$ cat src/tsr_cfg.svh
// Offsets, field positions, reset values and tag codes of the target sector block
`ifndef TSR_CFG_SVH
`define TSR_CFG_SVH

`define TSR_TAG_TARGET   3'h5
`define TSR_TAG_CONTROL  3'h7

`define TSR_OFF_STATUS   12'h000
`define TSR_OFF_MASK     12'h004
`define TSR_OFF_CTRL     12'h008
`define TSR_OFF_STATE    12'h00C

`define TSR_EV_MATCH     0
`define TSR_EV_TARGET    1
`define TSR_EV_CONTROL   2
`define TSR_EV_W         3

`define TSR_CTRL_ENABLE  0
`define TSR_CTRL_DISARM  1

`define TSR_ARM_BIT      0

`define TSR_MASK_RST     3'h0
`define TSR_STATUS_RST   3'h0
`define TSR_ENABLE_RST   1'h1
`define TSR_SECTOR_RST   7'h00

`define TSR_SECTOR_W     7

`endif

$ cat src/tsr_top_dummy_guard.sv
// Empty compilation unit; the block's logic lives in the other design files
`timescale 1ns/1ps

$ cat src/tsr_pkg.sv
// Types shared by the target sector block
package tsr_pkg;

  typedef logic [6:0] tsr_sector_t;

  typedef enum logic [1:0] {
    TSR_APB_IDLE = 2'b01,
    TSR_APB_ACK  = 2'b10
  } tsr_apb_e;

  typedef struct packed {
    tsr_sector_t count;
  } tsr_cnt_s;

  typedef struct packed {
    tsr_apb_e    apb;
    logic        pready;
    logic [31:0] prdata;
    logic        pslverr;
    logic        tag_gate_prev;
    logic        armed;
    tsr_sector_t target;
    logic [7:0]  inbound;
    logic        rps_int;
    logic [2:0]  status;
    logic [2:0]  mask;
    logic        enable;
    logic        irq;
  } tsr_top_s;

endpackage : tsr_pkg

$ cat src/tsr_sector_cnt.sv
// Present sector counter, advanced by sector marks and cleared by the index mark
`timescale 1ns/1ps
`include "tsr_cfg.svh"

module tsr_sector_cnt
  import tsr_pkg::*;
#(
  parameter int SECTOR_W = `TSR_SECTOR_W
) (
  input  wire logic                sys_clk,
  input  wire logic                sys_rst,
  input  wire logic                sector_mark,
  input  wire logic                index_mark,
  output logic [SECTOR_W-1:0]      count_q
);

  if (SECTOR_W != `TSR_SECTOR_W) begin : g_bad_width
    $error("tsr_sector_cnt: sector width must match the 7-bit bus field");
  end

  tsr_cnt_s s_q;
  tsr_cnt_s s_d;

  always_comb begin
    s_d = s_q;
    if (index_mark) begin
      s_d.count = `TSR_SECTOR_RST;
    end else if (sector_mark) begin
      s_d.count = s_q.count + 7'h01;
    end
  end

  always_ff @(posedge sys_clk) begin
    if (sys_rst) begin
      s_q.count <= `TSR_SECTOR_RST;
    end else begin
      s_q <= s_d;
    end
  end

  assign count_q = s_q.count;

  index_clear_a: assert property (@(posedge sys_clk) disable iff (sys_rst)
    index_mark |=> (count_q == 7'h00))
    else $error("sector count not cleared by index mark");

  sector_step_a: assert property (@(posedge sys_clk) disable iff (sys_rst)
    (sector_mark && !index_mark) |=> (count_q == 7'($past(count_q) + 7'h01)))
    else $error("sector count did not advance on sector mark");

endmodule : tsr_sector_cnt

$ cat src/tsr_top.sv
// Target register command, rotational sector sensing and APB status for the drive
// What this block does
// - Tag 101 arms sensing or reports present sector
// - Arm bit set loads target from bits 1-7
// - Armed: interrupt at every pass of target
// - Arm bit clear loads target with present sector
// - Arm bit clear leaves sensing disarmed
// - Sector bits: bit 1 weight 64, bit 7 weight 1
// - Armed command echoes outbound byte inbound
// - Capture command returns sector at command time
// - Inbound bit 0 is select, bits 1-7 sector
// - Inbound byte shows the target register bits
// - Control tag bit 0 arms, copies present sector
//
// The register addresses and the APB slave port are this design's own decisions.
`timescale 1ns/1ps
`include "tsr_cfg.svh"

module tsr_top
  import tsr_pkg::*;
#(
  parameter int SECTOR_W = `TSR_SECTOR_W
) (
  input  wire logic        sys_clk,
  input  wire logic        sys_rst,
  input  wire logic        tag_gate,
  input  wire logic [2:0]  tag_code,
  input  wire logic [7:0]  outbound_bus_bit,
  input  wire logic        sector_mark,
  input  wire logic        index_mark,
  output logic      [7:0]  inbound_bus_bit,
  output logic             rps_int,
  input  wire logic        psel,
  input  wire logic        penable,
  input  wire logic        pwrite,
  input  wire logic [11:0] paddr,
  input  wire logic [31:0] pwdata,
  output logic             pready,
  output logic      [31:0] prdata,
  output logic             pslverr,
  output logic             irq
);

  if (SECTOR_W != `TSR_SECTOR_W) begin : g_bad_width
    $error("tsr_top: sector width must match the 7-bit bus field");
  end

  // Bus bit 1 is the heaviest sector bit, so the field is reversed
  function automatic tsr_sector_t sector_from_bus(input logic [7:0] b);
    tsr_sector_t s;
    s = '0;
    for (int i = 0; i < 7; i++) begin
      s[6-i] = b[i+1];
    end
    return s;
  endfunction : sector_from_bus

  function automatic logic [7:0] bus_from_sector(input tsr_sector_t s, input logic arm);
    logic [7:0] b;
    b = '0;
    b[`TSR_ARM_BIT] = arm;
    for (int i = 0; i < 7; i++) begin
      b[i+1] = s[6-i];
    end
    return b;
  endfunction : bus_from_sector

  function automatic logic addr_mapped(input logic [11:0] a);
    return (a == `TSR_OFF_STATUS) || (a == `TSR_OFF_MASK) ||
           (a == `TSR_OFF_CTRL) || (a == `TSR_OFF_STATE);
  endfunction : addr_mapped

  tsr_top_s    s_q;
  tsr_top_s    s_d;
  tsr_sector_t present_sec;
  tsr_sector_t bob_sector;
  logic        tag_rise;
  logic        tgt_cmd;
  logic        ctl_cmd;
  logic        match;
  logic        wr_en;
  logic [2:0]  ev;
  logic [2:0]  clr;
  logic [31:0] rd_val;

  tsr_sector_cnt #(
    .SECTOR_W    (SECTOR_W)
  ) u_cnt (
    .sys_clk     (sys_clk),
    .sys_rst     (sys_rst),
    .sector_mark (sector_mark),
    .index_mark  (index_mark),
    .count_q     (present_sec)
  );

  assign bob_sector = sector_from_bus(outbound_bus_bit);
  // Tag is taken once, on the gate's rising edge, so a long gate is one command
  assign tag_rise   = tag_gate && !s_q.tag_gate_prev;
  assign tgt_cmd    = tag_rise && s_q.enable && (tag_code == `TSR_TAG_TARGET);
  assign ctl_cmd    = tag_rise && s_q.enable && (tag_code == `TSR_TAG_CONTROL) &&
                      outbound_bus_bit[`TSR_ARM_BIT];
  assign match      = s_q.armed && (present_sec == s_q.target);

  always_comb begin
    rd_val = 32'h0000_0000;
    unique case (paddr)
      `TSR_OFF_STATUS: rd_val[2:0] = s_q.status;
      `TSR_OFF_MASK:   rd_val[2:0] = s_q.mask;
      `TSR_OFF_CTRL:   rd_val[`TSR_CTRL_ENABLE] = s_q.enable;
      `TSR_OFF_STATE:  rd_val = {14'h0000, s_q.rps_int, s_q.armed, 1'b0, s_q.target, 1'b0, present_sec};
      default:         rd_val = 32'h0000_0000;
    endcase
  end

  always_comb begin
    s_d = s_q;
    wr_en = 1'b0;
    clr = 3'h0;
    s_d.tag_gate_prev = tag_gate;

    // One wait state: answer comes in the second access cycle
    unique case (s_q.apb)
      TSR_APB_IDLE: begin
        if (psel && penable) begin
          s_d.pready  = 1'b1;
          s_d.prdata  = rd_val;
          s_d.pslverr = !addr_mapped(paddr);
          s_d.apb     = TSR_APB_ACK;
        end
      end
      TSR_APB_ACK: begin
        wr_en       = psel && penable && pwrite && !s_q.pslverr;
        s_d.pready  = 1'b0;
        s_d.pslverr = 1'b0;
        s_d.apb     = TSR_APB_IDLE;
      end
    endcase

    if (wr_en) begin
      unique case (paddr)
        `TSR_OFF_STATUS: clr = pwdata[2:0];
        `TSR_OFF_MASK:   s_d.mask = pwdata[2:0];
        `TSR_OFF_CTRL: begin
          s_d.enable = pwdata[`TSR_CTRL_ENABLE];
          if (pwdata[`TSR_CTRL_DISARM]) begin
            s_d.armed = 1'b0;
          end
        end
        default: ;
      endcase
    end

    // Tag commands win over a software disarm in the same cycle
    if (tgt_cmd) begin
      if (outbound_bus_bit[`TSR_ARM_BIT]) begin
        s_d.target = bob_sector;
        s_d.armed  = 1'b1;
      end else begin
        s_d.target = present_sec;
        s_d.armed  = 1'b0;
      end
    end else if (ctl_cmd) begin
      s_d.target = present_sec;
      s_d.armed  = 1'b1;
    end

    s_d.inbound = bus_from_sector(s_d.target, s_d.armed);

    // Level for the whole matching sector; drops when the counter moves on
    s_d.rps_int = match;

    ev = 3'h0;
    ev[`TSR_EV_MATCH]   = match && !s_q.rps_int;
    ev[`TSR_EV_TARGET]  = tgt_cmd;
    ev[`TSR_EV_CONTROL] = ctl_cmd;
    // A new event beats a clear in the same cycle
    s_d.status = (s_q.status & ~clr) | ev;
    s_d.irq    = |(s_d.status & s_d.mask);
  end

  always_ff @(posedge sys_clk) begin
    if (sys_rst) begin
      s_q.apb           <= TSR_APB_IDLE;
      s_q.pready        <= 1'b0;
      s_q.prdata        <= 32'h0000_0000;
      s_q.pslverr       <= 1'b0;
      s_q.tag_gate_prev <= 1'b0;
      s_q.armed         <= 1'b0;
      s_q.target        <= `TSR_SECTOR_RST;
      s_q.inbound       <= 8'h00;
      s_q.rps_int       <= 1'b0;
      s_q.status        <= `TSR_STATUS_RST;
      s_q.mask          <= `TSR_MASK_RST;
      s_q.enable        <= `TSR_ENABLE_RST;
      s_q.irq           <= 1'b0;
    end else begin
      s_q <= s_d;
    end
  end

  assign inbound_bus_bit = s_q.inbound;
  assign rps_int         = s_q.rps_int;
  assign pready          = s_q.pready;
  assign prdata          = s_q.prdata;
  assign pslverr         = s_q.pslverr;
  assign irq             = s_q.irq;

  tag_select_a: assert property (@(posedge sys_clk) disable iff (sys_rst)
    (tag_rise && s_q.enable && (tag_code == 3'h5)) |=> (s_q.armed == $past(outbound_bus_bit[0])))
    else $error("target tag did not follow the arm bit");

  arm_load_a: assert property (@(posedge sys_clk) disable iff (sys_rst)
    (tgt_cmd && outbound_bus_bit[0]) |=> (s_q.armed && (s_q.target == $past(bob_sector))))
    else $error("armed target command did not load target");

  capture_load_a: assert property (@(posedge sys_clk) disable iff (sys_rst)
    (tgt_cmd && !outbound_bus_bit[0]) |=> (s_q.target == $past(present_sec)))
    else $error("capture did not store present sector");

  capture_disarm_a: assert property (@(posedge sys_clk) disable iff (sys_rst)
    (tgt_cmd && !outbound_bus_bit[0]) |=> !s_q.armed ##1 !rps_int)
    else $error("capture command left sensing armed");

  sector_bits_a: assert property (@(posedge sys_clk) disable iff (sys_rst)
    (tgt_cmd && (outbound_bus_bit == 8'h81)) |=> (s_q.target == 7'h01))
    else $error("bus bit 7 is not the least significant sector bit");

  match_int_a: assert property (@(posedge sys_clk) disable iff (sys_rst)
    (s_q.armed && (present_sec == s_q.target)) |=> rps_int)
    else $error("interrupt missing at target sector");

  match_release_a: assert property (@(posedge sys_clk) disable iff (sys_rst)
    !(s_q.armed && (present_sec == s_q.target)) |=> !rps_int)
    else $error("interrupt held outside matching sector");

  echo_out_a: assert property (@(posedge sys_clk) disable iff (sys_rst)
    (tgt_cmd && outbound_bus_bit[0]) |=> (inbound_bus_bit == $past(outbound_bus_bit)))
    else $error("inbound byte is not an echo of outbound byte");

  present_echo_a: assert property (@(posedge sys_clk) disable iff (sys_rst)
    (tgt_cmd && !outbound_bus_bit[0]) |=>
      (!inbound_bus_bit[0] && (sector_from_bus(inbound_bus_bit) == $past(present_sec))))
    else $error("inbound byte does not show captured sector");

  inbound_map_a: assert property (@(posedge sys_clk) disable iff (sys_rst)
    (inbound_bus_bit[0] == s_q.armed) && (sector_from_bus(inbound_bus_bit) == s_q.target))
    else $error("inbound byte differs from target register");

  control_arm_a: assert property (@(posedge sys_clk) disable iff (sys_rst)
    ctl_cmd |=> (s_q.armed && (s_q.target == $past(present_sec))))
    else $error("control tag did not arm and copy sector");

  irq_level_a: assert property (@(posedge sys_clk) disable iff (sys_rst)
    irq == |(s_q.status & s_q.mask))
    else $error("interrupt output disagrees with status and mask");

  apb_wait_a: assert property (@(posedge sys_clk) disable iff (sys_rst)
    (psel && penable && !pready) |=> pready ##1 !pready)
    else $error("APB answer not given after one wait state");

  target_event_a: assert property (@(posedge sys_clk) disable iff (sys_rst)
    tgt_cmd |=> s_q.status[`TSR_EV_TARGET])
    else $error("target tag did not set its status bit");

  control_event_a: assert property (@(posedge sys_clk) disable iff (sys_rst)
    ctl_cmd |=> s_q.status[`TSR_EV_CONTROL])
    else $error("control tag did not set its status bit");

  match_event_a: assert property (@(posedge sys_clk) disable iff (sys_rst)
    (match && !rps_int) |=> s_q.status[`TSR_EV_MATCH])
    else $error("match start did not set its status bit");

  status_sticky_a: assert property (@(posedge sys_clk) disable iff (sys_rst)
    1'b1 |=> ((($past(s_q.status) & ~$past(clr)) & ~s_q.status) == 3'h0))
    else $error("status bit lost without a clear");

  status_clear_a: assert property (@(posedge sys_clk) disable iff (sys_rst)
    (clr[`TSR_EV_MATCH] && !ev[`TSR_EV_MATCH]) |=> !s_q.status[`TSR_EV_MATCH])
    else $error("write of one did not clear match status");

  gate_held_a: assert property (@(posedge sys_clk) disable iff (sys_rst)
    (tag_gate && s_q.tag_gate_prev) |=> (s_q.target == $past(s_q.target)))
    else $error("held tag gate was taken as a new command");

  tag_disabled_a: assert property (@(posedge sys_clk) disable iff (sys_rst)
    (tag_rise && !s_q.enable) |=> (s_q.target == $past(s_q.target)))
    else $error("tag taken while tag handling disabled");

  other_code_a: assert property (@(posedge sys_clk) disable iff (sys_rst)
    (tag_rise && (tag_code != `TSR_TAG_TARGET) && (tag_code != `TSR_TAG_CONTROL)) |=>
      ((s_q.target == $past(s_q.target)) && (!s_q.armed || $past(s_q.armed))))
    else $error("foreign tag code changed the target register");

  control_ignore_a: assert property (@(posedge sys_clk) disable iff (sys_rst)
    (tag_rise && (tag_code == `TSR_TAG_CONTROL) && !outbound_bus_bit[`TSR_ARM_BIT]) |=>
      (s_q.target == $past(s_q.target)))
    else $error("control tag without transfer bit changed target");

  disarm_write_a: assert property (@(posedge sys_clk) disable iff (sys_rst)
    (wr_en && (paddr == `TSR_OFF_CTRL) && pwdata[`TSR_CTRL_DISARM] && !tgt_cmd && !ctl_cmd) |=>
      (!s_q.armed && !inbound_bus_bit[`TSR_ARM_BIT]))
    else $error("software disarm not applied");

  enable_write_a: assert property (@(posedge sys_clk) disable iff (sys_rst)
    (wr_en && (paddr == `TSR_OFF_CTRL)) |=> (s_q.enable == $past(pwdata[`TSR_CTRL_ENABLE])))
    else $error("enable bit not written");

  mask_write_a: assert property (@(posedge sys_clk) disable iff (sys_rst)
    (wr_en && (paddr == `TSR_OFF_MASK)) |=> (s_q.mask == $past(pwdata[2:0])))
    else $error("mask register not written");

  state_ro_a: assert property (@(posedge sys_clk) disable iff (sys_rst)
    (wr_en && (paddr == `TSR_OFF_STATE) && !tgt_cmd && !ctl_cmd) |=>
      ((s_q.target == $past(s_q.target)) && (s_q.armed == $past(s_q.armed))))
    else $error("write to state register changed state");

  apb_error_a: assert property (@(posedge sys_clk) disable iff (sys_rst)
    (psel && penable && !pready && !addr_mapped(paddr)) |=>
      (pready && pslverr && (prdata == 32'h0000_0000)))
    else $error("unmapped access not refused");

  apb_okay_a: assert property (@(posedge sys_clk) disable iff (sys_rst)
    (psel && penable && !pready && addr_mapped(paddr)) |=> (pready && !pslverr))
    else $error("mapped access answered with error");

  pready_pulse_a: assert property (@(posedge sys_clk) disable iff (sys_rst)
    pready |=> !pready)
    else $error("APB ready held longer than one cycle");

  state_read_a: assert property (@(posedge sys_clk) disable iff (sys_rst)
    (psel && penable && !pready && !pwrite && (paddr == `TSR_OFF_STATE)) |=>
      (prdata[6:0] == $past(present_sec)))
    else $error("state read does not show present sector");

  status_read_a: assert property (@(posedge sys_clk) disable iff (sys_rst)
    (psel && penable && !pready && !pwrite && (paddr == `TSR_OFF_STATUS)) |=>
      (prdata[2:0] == $past(s_q.status)))
    else $error("status read does not show status bits");

  int_armed_a: assert property (@(posedge sys_clk) disable iff (sys_rst)
    rps_int |-> $past(s_q.armed))
    else $error("interrupt raised while sensing disarmed");

  int_repeat_a: assert property (@(posedge sys_clk) disable iff (sys_rst)
    $rose(rps_int) |-> s_q.status[`TSR_EV_MATCH])
    else $error("match interrupt not recorded in status");

endmodule : tsr_top

$ cat config.mk
export PLATFORM = sky130hd
export DESIGN_NAME = tsr_top
export DESIGN_NICKNAME = d
export VERILOG_FILES = /design/src/tsr_top_dummy_guard.sv /design/src/tsr_pkg.sv /design/src/tsr_sector_cnt.sv /design/src/tsr_top.sv
export VERILOG_INCLUDE_DIRS = /design/src
export SDC_FILE = /design/constraint.sdc
export NUM_CORES = 1
export LEC_CHECK = 0
export BUFFER_PORTS_ARGS = -buffer_cell sky130_fd_sc_hd__buf_2
export CORE_ASPECT_RATIO = 0.6
export CORE_MARGIN = 2
export CORE_UTILIZATION = 46
export DETAILED_ROUTE_END_ITERATION = 8
export PLACE_DENSITY = 0.79
export SYNTH_ARGS = -nofsm -noshare
export SYNTH_HDL_FRONTEND = slang
export SYNTH_SLANG_ARGS = --single-unit
$ cat constraint.sdc
create_clock -name sys_clk -period 2.82 [get_ports sys_clk]
set_clock_uncertainty 0.1 [all_clocks]
set_input_delay 0.141 -clock sys_clk [delete_from_list [all_inputs] [get_ports sys_clk]]
set_output_delay 0.141 -clock sys_clk [all_outputs]
set_load 0.03 [all_outputs]
# Yosys cells after proc, flatten, opt, wreduce, memory -nomap -nowiden
# Index checks and enable logic that the tools add are counted.
# W data, S select, Z words.
[totals]
input_bits = 63
out_inout_bits = 44
regBits = 69
word_cells = 68
[classes]
n_eq_ne = 9
bitwise = 4
n_reduce_logical = 22
n_mux = 18
add_sub_neg = 1
[op_table]
columns = ["operator", "count"]
rows = [
  ["$mux W36", 1],
  ["$eq A12 B4 Y1 const B", 2],
  ["$mux W8", 3],
  ["$mux W15", 1],
  ["$eq A12 B3 Y1 const B", 1],
  ["$logic_not A12 Y1", 1],
  ["$logic_and A1 B1 Y1", 10],
  ["$mux W3", 3],
  ["$add A7 B1 Y7 const B", 1],
  ["$eq A7 B7 Y1", 1],
  ["$and A3 B3 Y3", 2],
  ["$eq A3 B3 Y1 const B", 2],
  ["$pmux W2 S3", 1],
  ["$pmux W3 S2", 1],
  ["$mux W1", 5],
  ["$logic_not A1 Y1", 4],
  ["$mux W4", 1],
  ["$pmux W1 S4", 1],
  ["$reduce_and A2 Y1", 2],
  ["$logic_or A1 B1 Y1", 3],
  ["$not A3 Y3", 1],
  ["$or A3 B3 Y3", 1],
  ["$reduce_or A3 Y1", 1],
  ["$eq A2 B1 Y1 const B", 1],
  ["4 further kinds", 4],
]

# Logic depth before layout (Yosys ltp)
# Gate-level depths: netlist of the first run.
[logic_depth]
word_depth = 10
mapped_depth = 7
depth_no_buf = 5

# Cells and area by module
# A second synthesis of the first run with hierarchy kept.
[unflattened]
hier_cells = 256
hier_area_um2 = 2243.4
[by_module_without_submodules]
columns = ["mod", "instances", "area_each_um2", "cells_each", "seq_area_each_um2"]
rows = [
  ["tsr_top", 1, 1960.6, 225, 740.7],
  ["tsr_sector_cnt", 1, 282.8, 31, 140.1],
]

# Worst setup path before layout of the first run
# No wires, ideal clock.
[synth_path]
path_type = "flip-flop to flip-flop"
from = "register s_q[61] in the netlist's numbering"
to = "register irq (netlist name)"
arrival_ns = 2.023
stages_incl_launch_ff = 6
path_buffers = 0
setup_ns = 0.122
setup_slack_ns = 0.575
synth_period_minus_slack_ns = 2.245
required_time_ns = 2.598
path_cell_list = "dfxtp_1 -> nand4bb_1 -> or2_4 -> or4_1 -> a32o_2 -> a221o_1"
[synth_between]
elab_chain_len = 8
elab_cells_between_ends = 9
cone_classes = "eq/ne: 1; mux: 3; bitwise: 4; reduce/logical: 1"
[synth_lines]
columns = ["element", "line_no", "rtl"]
rows = [
  ["start, declared", "tsr_top.sv:73", "tsr_top_s s_q;"],
  ["$eq A2 B2 Y1 *", "tsr_top.sv:122", "unique case (s_q.apb)"],
  ["$mux W1 *", "tsr_top.sv:122", ""],
  ["$mux W3", "tsr_top.sv:139", "if (wr_en) begin"],
  ["$not A3 Y3", "tsr_top.sv:177", "s_d.status = (s_q.status & ~clr) | ev;"],
  ["$and A3 B3 Y3", "tsr_top.sv:177", ""],
  ["$or A3 B3 Y3", "tsr_top.sv:177", ""],
  ["$and A3 B3 Y3 *", "tsr_top.sv:178", "s_d.irq = |(s_d.status & s_d.mask);"],
  ["$reduce_or A3 Y1 *", "tsr_top.sv:178", ""],
]
# Every way passes the cells marked *; elsewhere a longest branch is shown, timed or not.
# A chain may end at the register's enable or synchronous reset.

# Worst setup path in the final report of the first run
[layout_path]
from = "register s_q[60] in the netlist's numbering"
to = "register irq (netlist name)"
[layout_between]
elab_chain_len = 8
elab_cells_between_ends = 9
cone_classes = "eq/ne: 1; mux: 3; bitwise: 4; reduce/logical: 1"
[layout_lines]
columns = ["element", "line_no"]
rows = [
  ["$eq A2 B2 Y1 *", "tsr_top.sv:122"],
  ["$mux W1 *", "tsr_top.sv:122"],
  ["$mux W3", "tsr_top.sv:139"],
  ["$not A3 Y3", "tsr_top.sv:177"],
  ["$and A3 B3 Y3", "tsr_top.sv:177"],
  ["$or A3 B3 Y3", "tsr_top.sv:177"],
  ["$and A3 B3 Y3 *", "tsr_top.sv:178"],
  ["$reduce_or A3 Y1 *", "tsr_top.sv:178"],
]
# Marks and branches as above.

==> reports/metrics.cfg, run 1 <==
[finish]
final_cell_mix=buf_2, dfxtp_1, nor2_1
nets=352
n_antenna_cell=0
final_common_cell=buf_2
drive_gt1_frac=0.277
area_delta_synth_final_pct=8.32

[die]
die_width_um=94.4
die-height_um=58.2
io_pins=107
dieArea_um2=5500
initial_utilization=0.486
rows=19
design.core.area_um2=4640

[worst_setup_path]
crit_chain=nand4bb_1, or2_4, or4_1, a32o_2, a221o_1
crit_fanout=6
crit_slowest_cell=or4_1
reg2reg_slack_ns=0.58
cp_data_required_time_ns=2.91
reg2reg_to=irq
criticalPathCategory=reg2reg
worstSetupStartpoint=s_q[60]
worstSetupEndpointType=flop
r2r_cells=5
max_stage_delay_ns=0.48
startpoint_type=flop
setup.worst_path.end=irq
reg2reg_from=s_q[60]
crit_arrival_ns=2.33

[pwr]
powerDensity_nw_per_um2=499
power_leakage_nw=1.04
vdd_drop_max_uv=184

[synthesis]
synthCells=257
synthFlopType=dfxtp_1
ys_types=48
avgSynthCellArea_um2=8.77
synth.cell_area_um2=2250
synth_edf_count=0
seq_area_frac_synth=0.391
synth-async-reset-ratio=0
ys_ff_latch=44
yosysWarningCount=0

[global_routing]
grt_pass1_vias=1673
track_usage=0.192
antenna_found_initial=0
grt_pass1_wl_mm=8.00
overflow=0
grt_max_degree=36

[clocking]
ctsRootBufferMaster=clkbuf_8
worstSkewPairLatency_ns=0.31
clock_sinks=44
cts-buffers-inserted=5
cts-resized-gates=0
postCtsSetupRepairBufs=0
cts.clk_slew.worst_paths_ns=0.09
postCtsHoldBufs=1
cts_tree=built
htree_levels=2
clockBufferDepth=2

[detailed_routing]
routedWlPerCell_um=14.4
remaining_drc_errors=0
first_pass_iters=4
drtAntennaViolNets=0
drt_wl_total_mm=5.07
drtIter0Drc=113
via_per_inst=5.28
vias=1857

[timing]
max_freq_ghz=0.446
worst_slew_pin_slew_ns=0.666
finalHoldViolCount=0
period_needed_ns=2.24
grt_setup_unrepaired=false
hold_slack_ns=0.0169
slew_headroom=0.556
setup_viol=0
fin_crit_sh=0.794
setup-tns-final_ns=0
drv_slew=0

[worst_hold_path]
hold_class=in2reg

[run]
maxCapViolations=0

[placed_design]
numPortBuffers=61
hpwlAfterDp_mm=3.88
gp_congestion=0.843

[status]
outcome=finished, final reports clean

metrics by stage:
stage / utilization / setup WS [ns] / area (µm²) / std cells / power (mW)
floorplan: - / 0.575 / 2310 / 272 / 0.781
global placement: 0.504 / 0.643 / 2330 / 343 / 0.806
detailed placement: 0.504 / 0.626 / 2330 / 343 / 0.808
CTS: 0.527 / 0.595 / 2440 / 352 / 1.23
global route: 0.527 / 0.496 / 2440 / 352 / 1.27
finish: 0.527 / 0.580 / 2440 / 352 / 1.22
critical path, delay by kind of cell (launching register included):
kind | cells | cell delay (ns)
simple gates | 3 | 1.04
compound gates | 2 | 0.62
flops | 1 | 0.36
Yosys cell counts, types with 2 or more instances:
master	number	area, µm²
nand2b_1	3	18.8
o22ai_1	7	43.8
nand4_1	4	25.0
nand3_1	8	40.0
o21ai_0	5	25.0
buf_4	40	300
nor2_1	31	116
o31ai_1	2	15.0
a21oi_1	10	50.1
dfxtp_1	44	881
nor3_1	3	15.0
or3_1	2	12.5
a211oi_1	7	52.6
inv_1	4	15.0
a22oi_1	14	105
clkbuf_1	11	41.3
mux2i_1	4	40.0
xor2_1	6	52.6
mux2_2	2	22.5
nand2_1	15	56.3
xnor2_1	6	52.6
nor2b_1	3	18.8
cells by family (layout without fill, tap and decap cells):
| kind of cell | after synthesis | count (layout) | synth area share |
|---|---|---|---|
| other | 1 | 16 | 0.00166 |
| AOI/OAI and AO/OA | 51 | 51 | 0.154 |
| and+or+nand+nor | 84 | 84 | 0.198 |
| adders and majority gates | 1 | 1 | 0.00555 |
| muxes | 7 | 7 | 0.0377 |
| DFF | 44 | 44 | 0.391 |
| buffers and inverters | 57 | 74 | 0.166 |
| xor gates and xnor gates | 12 | 12 | 0.0466 |
worst min-delay path by stage:
stage                     endpoint  slack, ns  startpoint  cells after the start
after global routing        s_q[1]       0.03   pwdata[0]                      3
final                       s_q[1]       0.02   pwdata[0]                      3
after floorplan             s_q[1]       0.16   pwdata[0]                      2
after CTS                   s_q[1]       0.02   pwdata[0]                      3
after global placement     s_q[25]       0.27    tag_gate                      2
after detailed placement   s_q[25]       0.28    tag_gate                      2
routing by layer:
layer  up-vias  share of wire  GRT usage  wire length (µm)
met5         -              0          0                 0
li1        909              -          -                 -
met1       857           0.47      0.277              2390
met3         4           0.11     0.0481               538
met4         0         0.0061     0.0559                31
met2        87           0.42      0.287              2110
power by group:
part           switching [mW]  internal [mW]  total (mW)
clock network           0.225          0.198       0.423
registers              0.0128          0.631       0.644
logic                   0.103         0.0491       0.152
area by class of cell:
cell class,instances,area (µm²)
Sequential cell,44,881
Fill cell,447,2190
Tap cell,63,78.8
Inverter,4,15.0
Timing Repair Buffer,62,315
Clock buffer,6,82.6
Multi-Input combinational cell,171,1050
Clock inverter,2,15.0
flip-flops by register name, indices dropped and copies added (netlist names):
| register | cells |
|---|---|
| prdata | 16 |
| s_q | 16 |
| u_cnt.count_q | 7 |
| inbound_bus_bit | 2 |
| irq | 1 |
| pslverr | 1 |
| rps_int | 1 |
(Power assumes the default switching activity.)
==> run 2, diff against run 1 <==
- ABC_AREA: unset -> 1
- CORE_UTILIZATION: 46 -> 44
- PLACE_DENSITY: 0.79 -> 0.77
- clock period: 2.82 -> 2 ns (I/O delays scaled with it)
==> reports/metrics.cfg, run 2 <==
[die]
io_pins=107  ; unchanged
die-height_um=63.1  ; was 58.2 µm
initial_utilization=0.458  ; was 0.486
rows=21  ; was 19
dieArea_um2=6470  ; was 5500 µm²
design.core.area_um2=5600  ; was 4640 µm²
die_width_um=103  ; was 94.4 µm

[finish]
n_antenna_cell=0  ; unchanged
final_cell_mix=buf_2, nand2_1, dfxtp_1  ; was buf_2, dfxtp_1, nor2_1
final_common_cell=buf_2  ; unchanged
area_delta_synth_final_pct=10.3  ; was 8.32%
nets=468  ; was 352
nFillCells=594  ; was 447
drive_gt1_frac=0.262  ; was 0.277
fin_cells=485  ; was 352

[detailed_routing]
vias=2359  ; was 1857
drtAntennaViolNets=0  ; unchanged
remaining_drc_errors=0  ; unchanged
first_pass_iters=5  ; was 4
via_per_inst=4.86  ; was 5.28
routedWlPerCell_um=12.6  ; was 14.4 µm
drt_wl_total_mm=6.10  ; was 5.07 mm
drtIter0Drc=114  ; was 113

[synthesis]
synthFlopType=dfxtp_1  ; unchanged
synth_commonest_cells=nand2_1, dfxtp_1, buf_4  ; was dfxtp_1, buf_4, nor2_1
ys_types=36  ; was 48
synth-async-reset-ratio=0  ; unchanged
yosysWarningCount=0  ; unchanged
synth.cell_area_um2=2560  ; was 2250 µm²
yosysMostFrequentCell=nand2_1  ; was dfxtp_1
netlist_top_cells_area=dfxtp_1, buf_4, nand2_1  ; was dfxtp_1, buf_4, nor2_1
seq_area_frac_synth=0.344  ; was 0.391
synth_top_area_share=0.344  ; was 0.391
synthCells=363  ; was 257
synth_top_area_cell=dfxtp_1  ; unchanged
synth_edf_count=0  ; unchanged
ys_ff_latch=44  ; unchanged
avgSynthCellArea_um2=7.06  ; was 8.77 µm²

[worst_setup_path]
worstSetupEndpointType=flop  ; unchanged
criticalPathCategory=reg2reg  ; unchanged
crit_fanout=8  ; was 6
startpoint_type=flop  ; unchanged
crit_arrival_ns=1.72  ; was 2.33 ns
cp_data_required_time_ns=2.11  ; was 2.91 ns

[timing]
worst_slack_ns=0.388  ; was 0.580 ns
period_needed_ns=1.61  ; was 2.24 ns
max_freq_ghz=0.621  ; was 0.446 GHz
hold_slack_ns=0.0232  ; was 0.0169 ns
grt_setup_unrepaired=false  ; unchanged
finalHoldViolCount=0  ; unchanged
setup_viol=0  ; unchanged
fin_crit_sh=0.806  ; was 0.794
drv_slew=0  ; unchanged
setup-tns-final_ns=0  ; unchanged

[clocking]
clockBufferDepth=2  ; unchanged
ctsRootBufferMaster=clkbuf_8  ; unchanged
cts-buffers-inserted=5  ; unchanged
cts_tree=built  ; unchanged
htree_levels=2  ; unchanged
clock_sinks=44  ; unchanged
worstSkewPairLatency_ns=0.30  ; was 0.31 ns
cts.clk_slew.worst_paths_ns=0.08  ; was 0.09 ns

[global_routing]
track_usage=0.193  ; was 0.192
antenna_found_initial=0  ; unchanged
grt_pass1_wl_mm=9.78  ; was 8.00 mm
grt_max_degree=28  ; was 36
grt_pass1_vias=2092  ; was 1673
overflow=0  ; unchanged

[placed_design]
hpwlAfterDp_mm=4.76  ; was 3.88 mm
numPortBuffers=61  ; unchanged
gp_congestion=0.901  ; was 0.843
placed_cells=473  ; was 343
place_ws_ns=0.411  ; was 0.626 ns

[pwr]
total_power_mw=1.78  ; was 1.22 mW
powerDensity_nw_per_um2=630  ; was 499 nW/µm²
vdd_drop_max_uv=251  ; was 184 µV
power_leakage_nw=1.32  ; was 1.04 nW

[status]
outcome=finished, final reports clean  ; unchanged

[run]
maxCapViolations=0  ; unchanged

[worst_hold_path]
hold_class=in2reg  ; unchanged

[run 2: final timing paths]
kind	to	start	cells after the start	slack, ns
setup reg to reg	s_q[18]	s_q[1]	9	0.39
hold reg to reg	prdata[0]	prdata[0]	2	0.38
hold / removal	s_q[61]	penable	3	0.02
setup / recovery	s_q[18]	s_q[1]	9	0.39
[run 2: metrics by stage]
stage | instance area (µm²) | util
after detailed placement | 2700 | 0.482
after global placement | 2700 | 0.482
after CTS | 2830 | 0.505
after global routing | 2830 | 0.505
after floorplan | 2620 | -
final | 2830 | 0.505
[run 2: cell families after synthesis]
kind of cell,count (synthesis),share of synthesized area
flops,44,0.344
xor+xnor,3,0.0103
other cells,1,0.00146
simple gates,147,0.274
compound gates,77,0.166
buf+inv,90,0.199
fa+ha+maj,1,0.00488
[run 2: layer usage]
layer  global-route usage  routed length [µm]  vias to the layer above
li1                     -                   -                     1199
met5                    0                   0                        -
met1                0.287                2980                     1066
met3               0.0477                 557                        5
met2                0.277                2510                       89
met4               0.0450                  55                        0
[run 2: final cells by class]
class / instances / area [µm²] / share of cell area
clock inverters: 2 / 10.0 / 0.00354
repair buffers: 69 / 375 / 0.133
inverters: 40 / 151 / 0.0535
clock buffers: 6 / 82.6 / 0.0292
flip-flops and latches: 44 / 881 / 0.311
multi-input cells: 244 / 1230 / 0.434
well taps: 80 / 100 / 0.0354
[run 2: where the power goes]
group	leakage (nW)	internal, mW	switching, mW	total, mW
sequential	0.358	0.903	0.0161	0.919
clock	0.0510	0.276	0.313	0.589
combinational	0.911	0.0807	0.192	0.273
[run 2: repair_timing]
| action | in CTS | in global routing |
|---|---|---|
| resized for setup | 0 | 0 |
| hold buffers | 4 | 0 |
| setup buffers | 0 | 0 |
| endpoints found under the hold margin | 4 | 0 |
[run 2: critical path, stage by stage (launching register included)]
cell	delay (ns)
dfxtp_1	0.43
nand3_1	0.17
nor2_4	0.24
inv_1	0.11
nand2_2	0.14
inv_2	0.08
nand2_1	0.06
o211ai_1	0.08
nand2_1	0.07
inv_1	0.04
==> run 3, diff against run 2 <==
- CORE_UTILIZATION: 44 -> 48
- PLACE_DENSITY: 0.77 -> 0.8
- clock period: 2 -> 1.55 ns (I/O delays scaled with it)
==> reports/metrics.cfg, run 3 (synthesized netlist as in run 2, its figures left out) <==
[status]
outcome=finished, final reports clean  ; unchanged

[worst_setup_path]
cp_data_required_time_ns=1.69  ; was 2.11 ns
reg2reg_from=s_q[1]  ; unchanged
max_stage_delay_ns=0.37  ; was 0.43 ns
r2r_cells=7  ; was 9
crit_fanout=6  ; was 8
reg2reg_slack_ns=0.08  ; was 0.39 ns
startpoint_type=flop  ; unchanged
crit_top_cell=o21ai_0
crit_slowest_cell=dfxtp_2  ; was dfxtp_1
worstSetupEndpointType=flop  ; unchanged
reg2reg_to=s_q[21]  ; was s_q[18]
crit_chain=nand3_1, nor2_1, nand2_2, buf_4, o21ai_0, o21ai_0, inv_1  ; was nand3_1, nor2_4, inv_1, nand2_2, inv_2, nand2_1, o211ai_1, nand2_1, inv_1
crit_arrival_ns=1.61  ; was 1.72 ns
criticalPathCategory=reg2reg  ; unchanged

[pwr]
total_power_mw=2.42  ; was 1.78 mW
vdd_drop_max_uv=429  ; was 251 µV
powerDensity_nw_per_um2=828  ; was 630 nW/µm²
power_leakage_nw=1.37  ; was 1.32 nW

[clocking]
htree_levels=2  ; unchanged
ctsRootBufferMaster=clkbuf_8  ; unchanged
cts-buffers-inserted=5  ; unchanged
cts_tree=built  ; unchanged
clock_sinks=44  ; unchanged
clockBufferDepth=2  ; unchanged
worstSkewPairLatency_ns=0.29  ; was 0.30 ns
cts.clk_slew.worst_paths_ns=0.09  ; was 0.08 ns

[timing]
drv_slew=0  ; unchanged
setup_viol=0  ; unchanged
fin_crit_sh=0.948  ; was 0.806
period_needed_ns=1.47  ; was 1.61 ns
finalHoldViolCount=0  ; unchanged
grt_setup_unrepaired=true  ; was false
worst_slack_ns=0.0803  ; was 0.388 ns
max_freq_ghz=0.680  ; was 0.621 GHz

[finish]
drive_gt1_frac=0.292  ; was 0.262
final_cell_mix=buf_2, nand2_1, dfxtp_1  ; unchanged
final_common_cell=buf_2  ; unchanged
n_antenna_cell=0  ; unchanged
nets=477  ; was 468
area_delta_synth_final_pct=14.0  ; was 10.3%
final_core_util=0.572  ; was 0.505

[detailed_routing]
via_per_inst=5.00  ; was 4.86
drtAntennaViolNets=0  ; unchanged
remaining_drc_errors=0  ; unchanged
first_pass_iters=5  ; unchanged
routedWlPerCell_um=12.4  ; was 12.6 µm
vias=2399  ; was 2359
drt_wl_total_mm=5.96  ; was 6.10 mm
drtIter0Drc=188  ; was 114

[global_routing]
overflow=0  ; unchanged
grt_pass1_wl_mm=9.72  ; was 9.78 mm
grt_max_degree=27  ; was 28
grt_pass1_vias=2083  ; was 2092
antenna_found_initial=0  ; unchanged
track_usage=0.205  ; was 0.193

[die]
rows=20  ; was 21
die_width_um=98.4  ; was 103 µm
initial_utilization=0.502  ; was 0.458
die-height_um=60.6  ; was 63.1 µm
io_pins=107  ; unchanged
design.core.area_um2=5100  ; was 5600 µm²
dieArea_um2=5960  ; was 6470 µm²

[worst_hold_path]
min_from=sector_mark  ; was penable
min_to=u_cnt.count_q[2]  ; was s_q[61]
whs_path_depth=3  ; unchanged
hold_class=in2reg  ; unchanged

[placed_design]
hpwlAfterDp_mm=4.74  ; was 4.76 mm
gp_congestion=0.886  ; was 0.901
place_ws_ns=0.0471  ; was 0.411 ns
numPortBuffers=61  ; unchanged

[run]
maxCapViolations=0  ; unchanged

==> run 3: critical path, delay by kind of cell, from the launching register on <==
family                 cells  cell delay (ns)
AO/OA/AOI/OAI              2             0.28
buffers and inverters      2             0.26
flip-flops                 1             0.37
AND/OR/NAND/NOR            3             0.41
==> run 3: layout make-up <==
cell class / count / area (µm²)
clock inverter: 3 / 42.5
timing repair buffer: 78 / 443
inverter: 40 / 151
clock buffer: 5 / 68.8
multi-input combinational: 244 / 1250
fill: 502 / 2180
tap: 66 / 82.6
sequential: 44 / 885
==> run 3: power by group <==
part / internal, mW / switching (mW)
clock network: 0.477 / 0.397
logic: 0.110 / 0.249
registers: 1.17 / 0.0201
==> run 3: repair_timing <==
item                       4_1_cts  5_1_grt
setup endpoints to repair        0        7
hold endpoints to repair         4        0
hold buffers                     4        0
gates resized for setup          0        9
buffers inserted                 0        2
==> run 3: per-stage QoR <==
step / area (µm²) / hold slack [ns] / TNS [ns] / std cells
final: 2920 / 0.00586 / 0 / 480
after global routing: 2920 / 0.0100 / -0.000966 / 480
after CTS: 2880 / 0.00260 / 0 / 478
after detailed placement: 2730 / 0.204 / 0 / 466
after global placement: 2730 / 0.197 / 0 / 466
after floorplan: 2620 / 0.0466 / 0 / 378
==> run 3: per-layer routing <==
metal / wire length, µm / part of all wire / track usage
met1: 2920 / 0.49 / 0.301
met4: 19 / 0.0032 / 0.0391
met5: 0 / 0 / 0
met3: 538 / 0.090 / 0.0645
met2: 2480 / 0.42 / 0.300
==> run 3: worst max path at each step <==
stage	depth (start not counted)	endpoint	start	slack, ns
after floorplan	11	irq	s_q[61]	0.01
after global placement	7	s_q[21]	s_q[1]	0.1
after detailed placement	7	s_q[21]	s_q[1]	0.05
after CTS	7	s_q[21]	s_q[1]	0.03
after global routing	7	s_q[21]	s_q[1]	-0.001
final	7	s_q[21]	s_q[1]	0.08
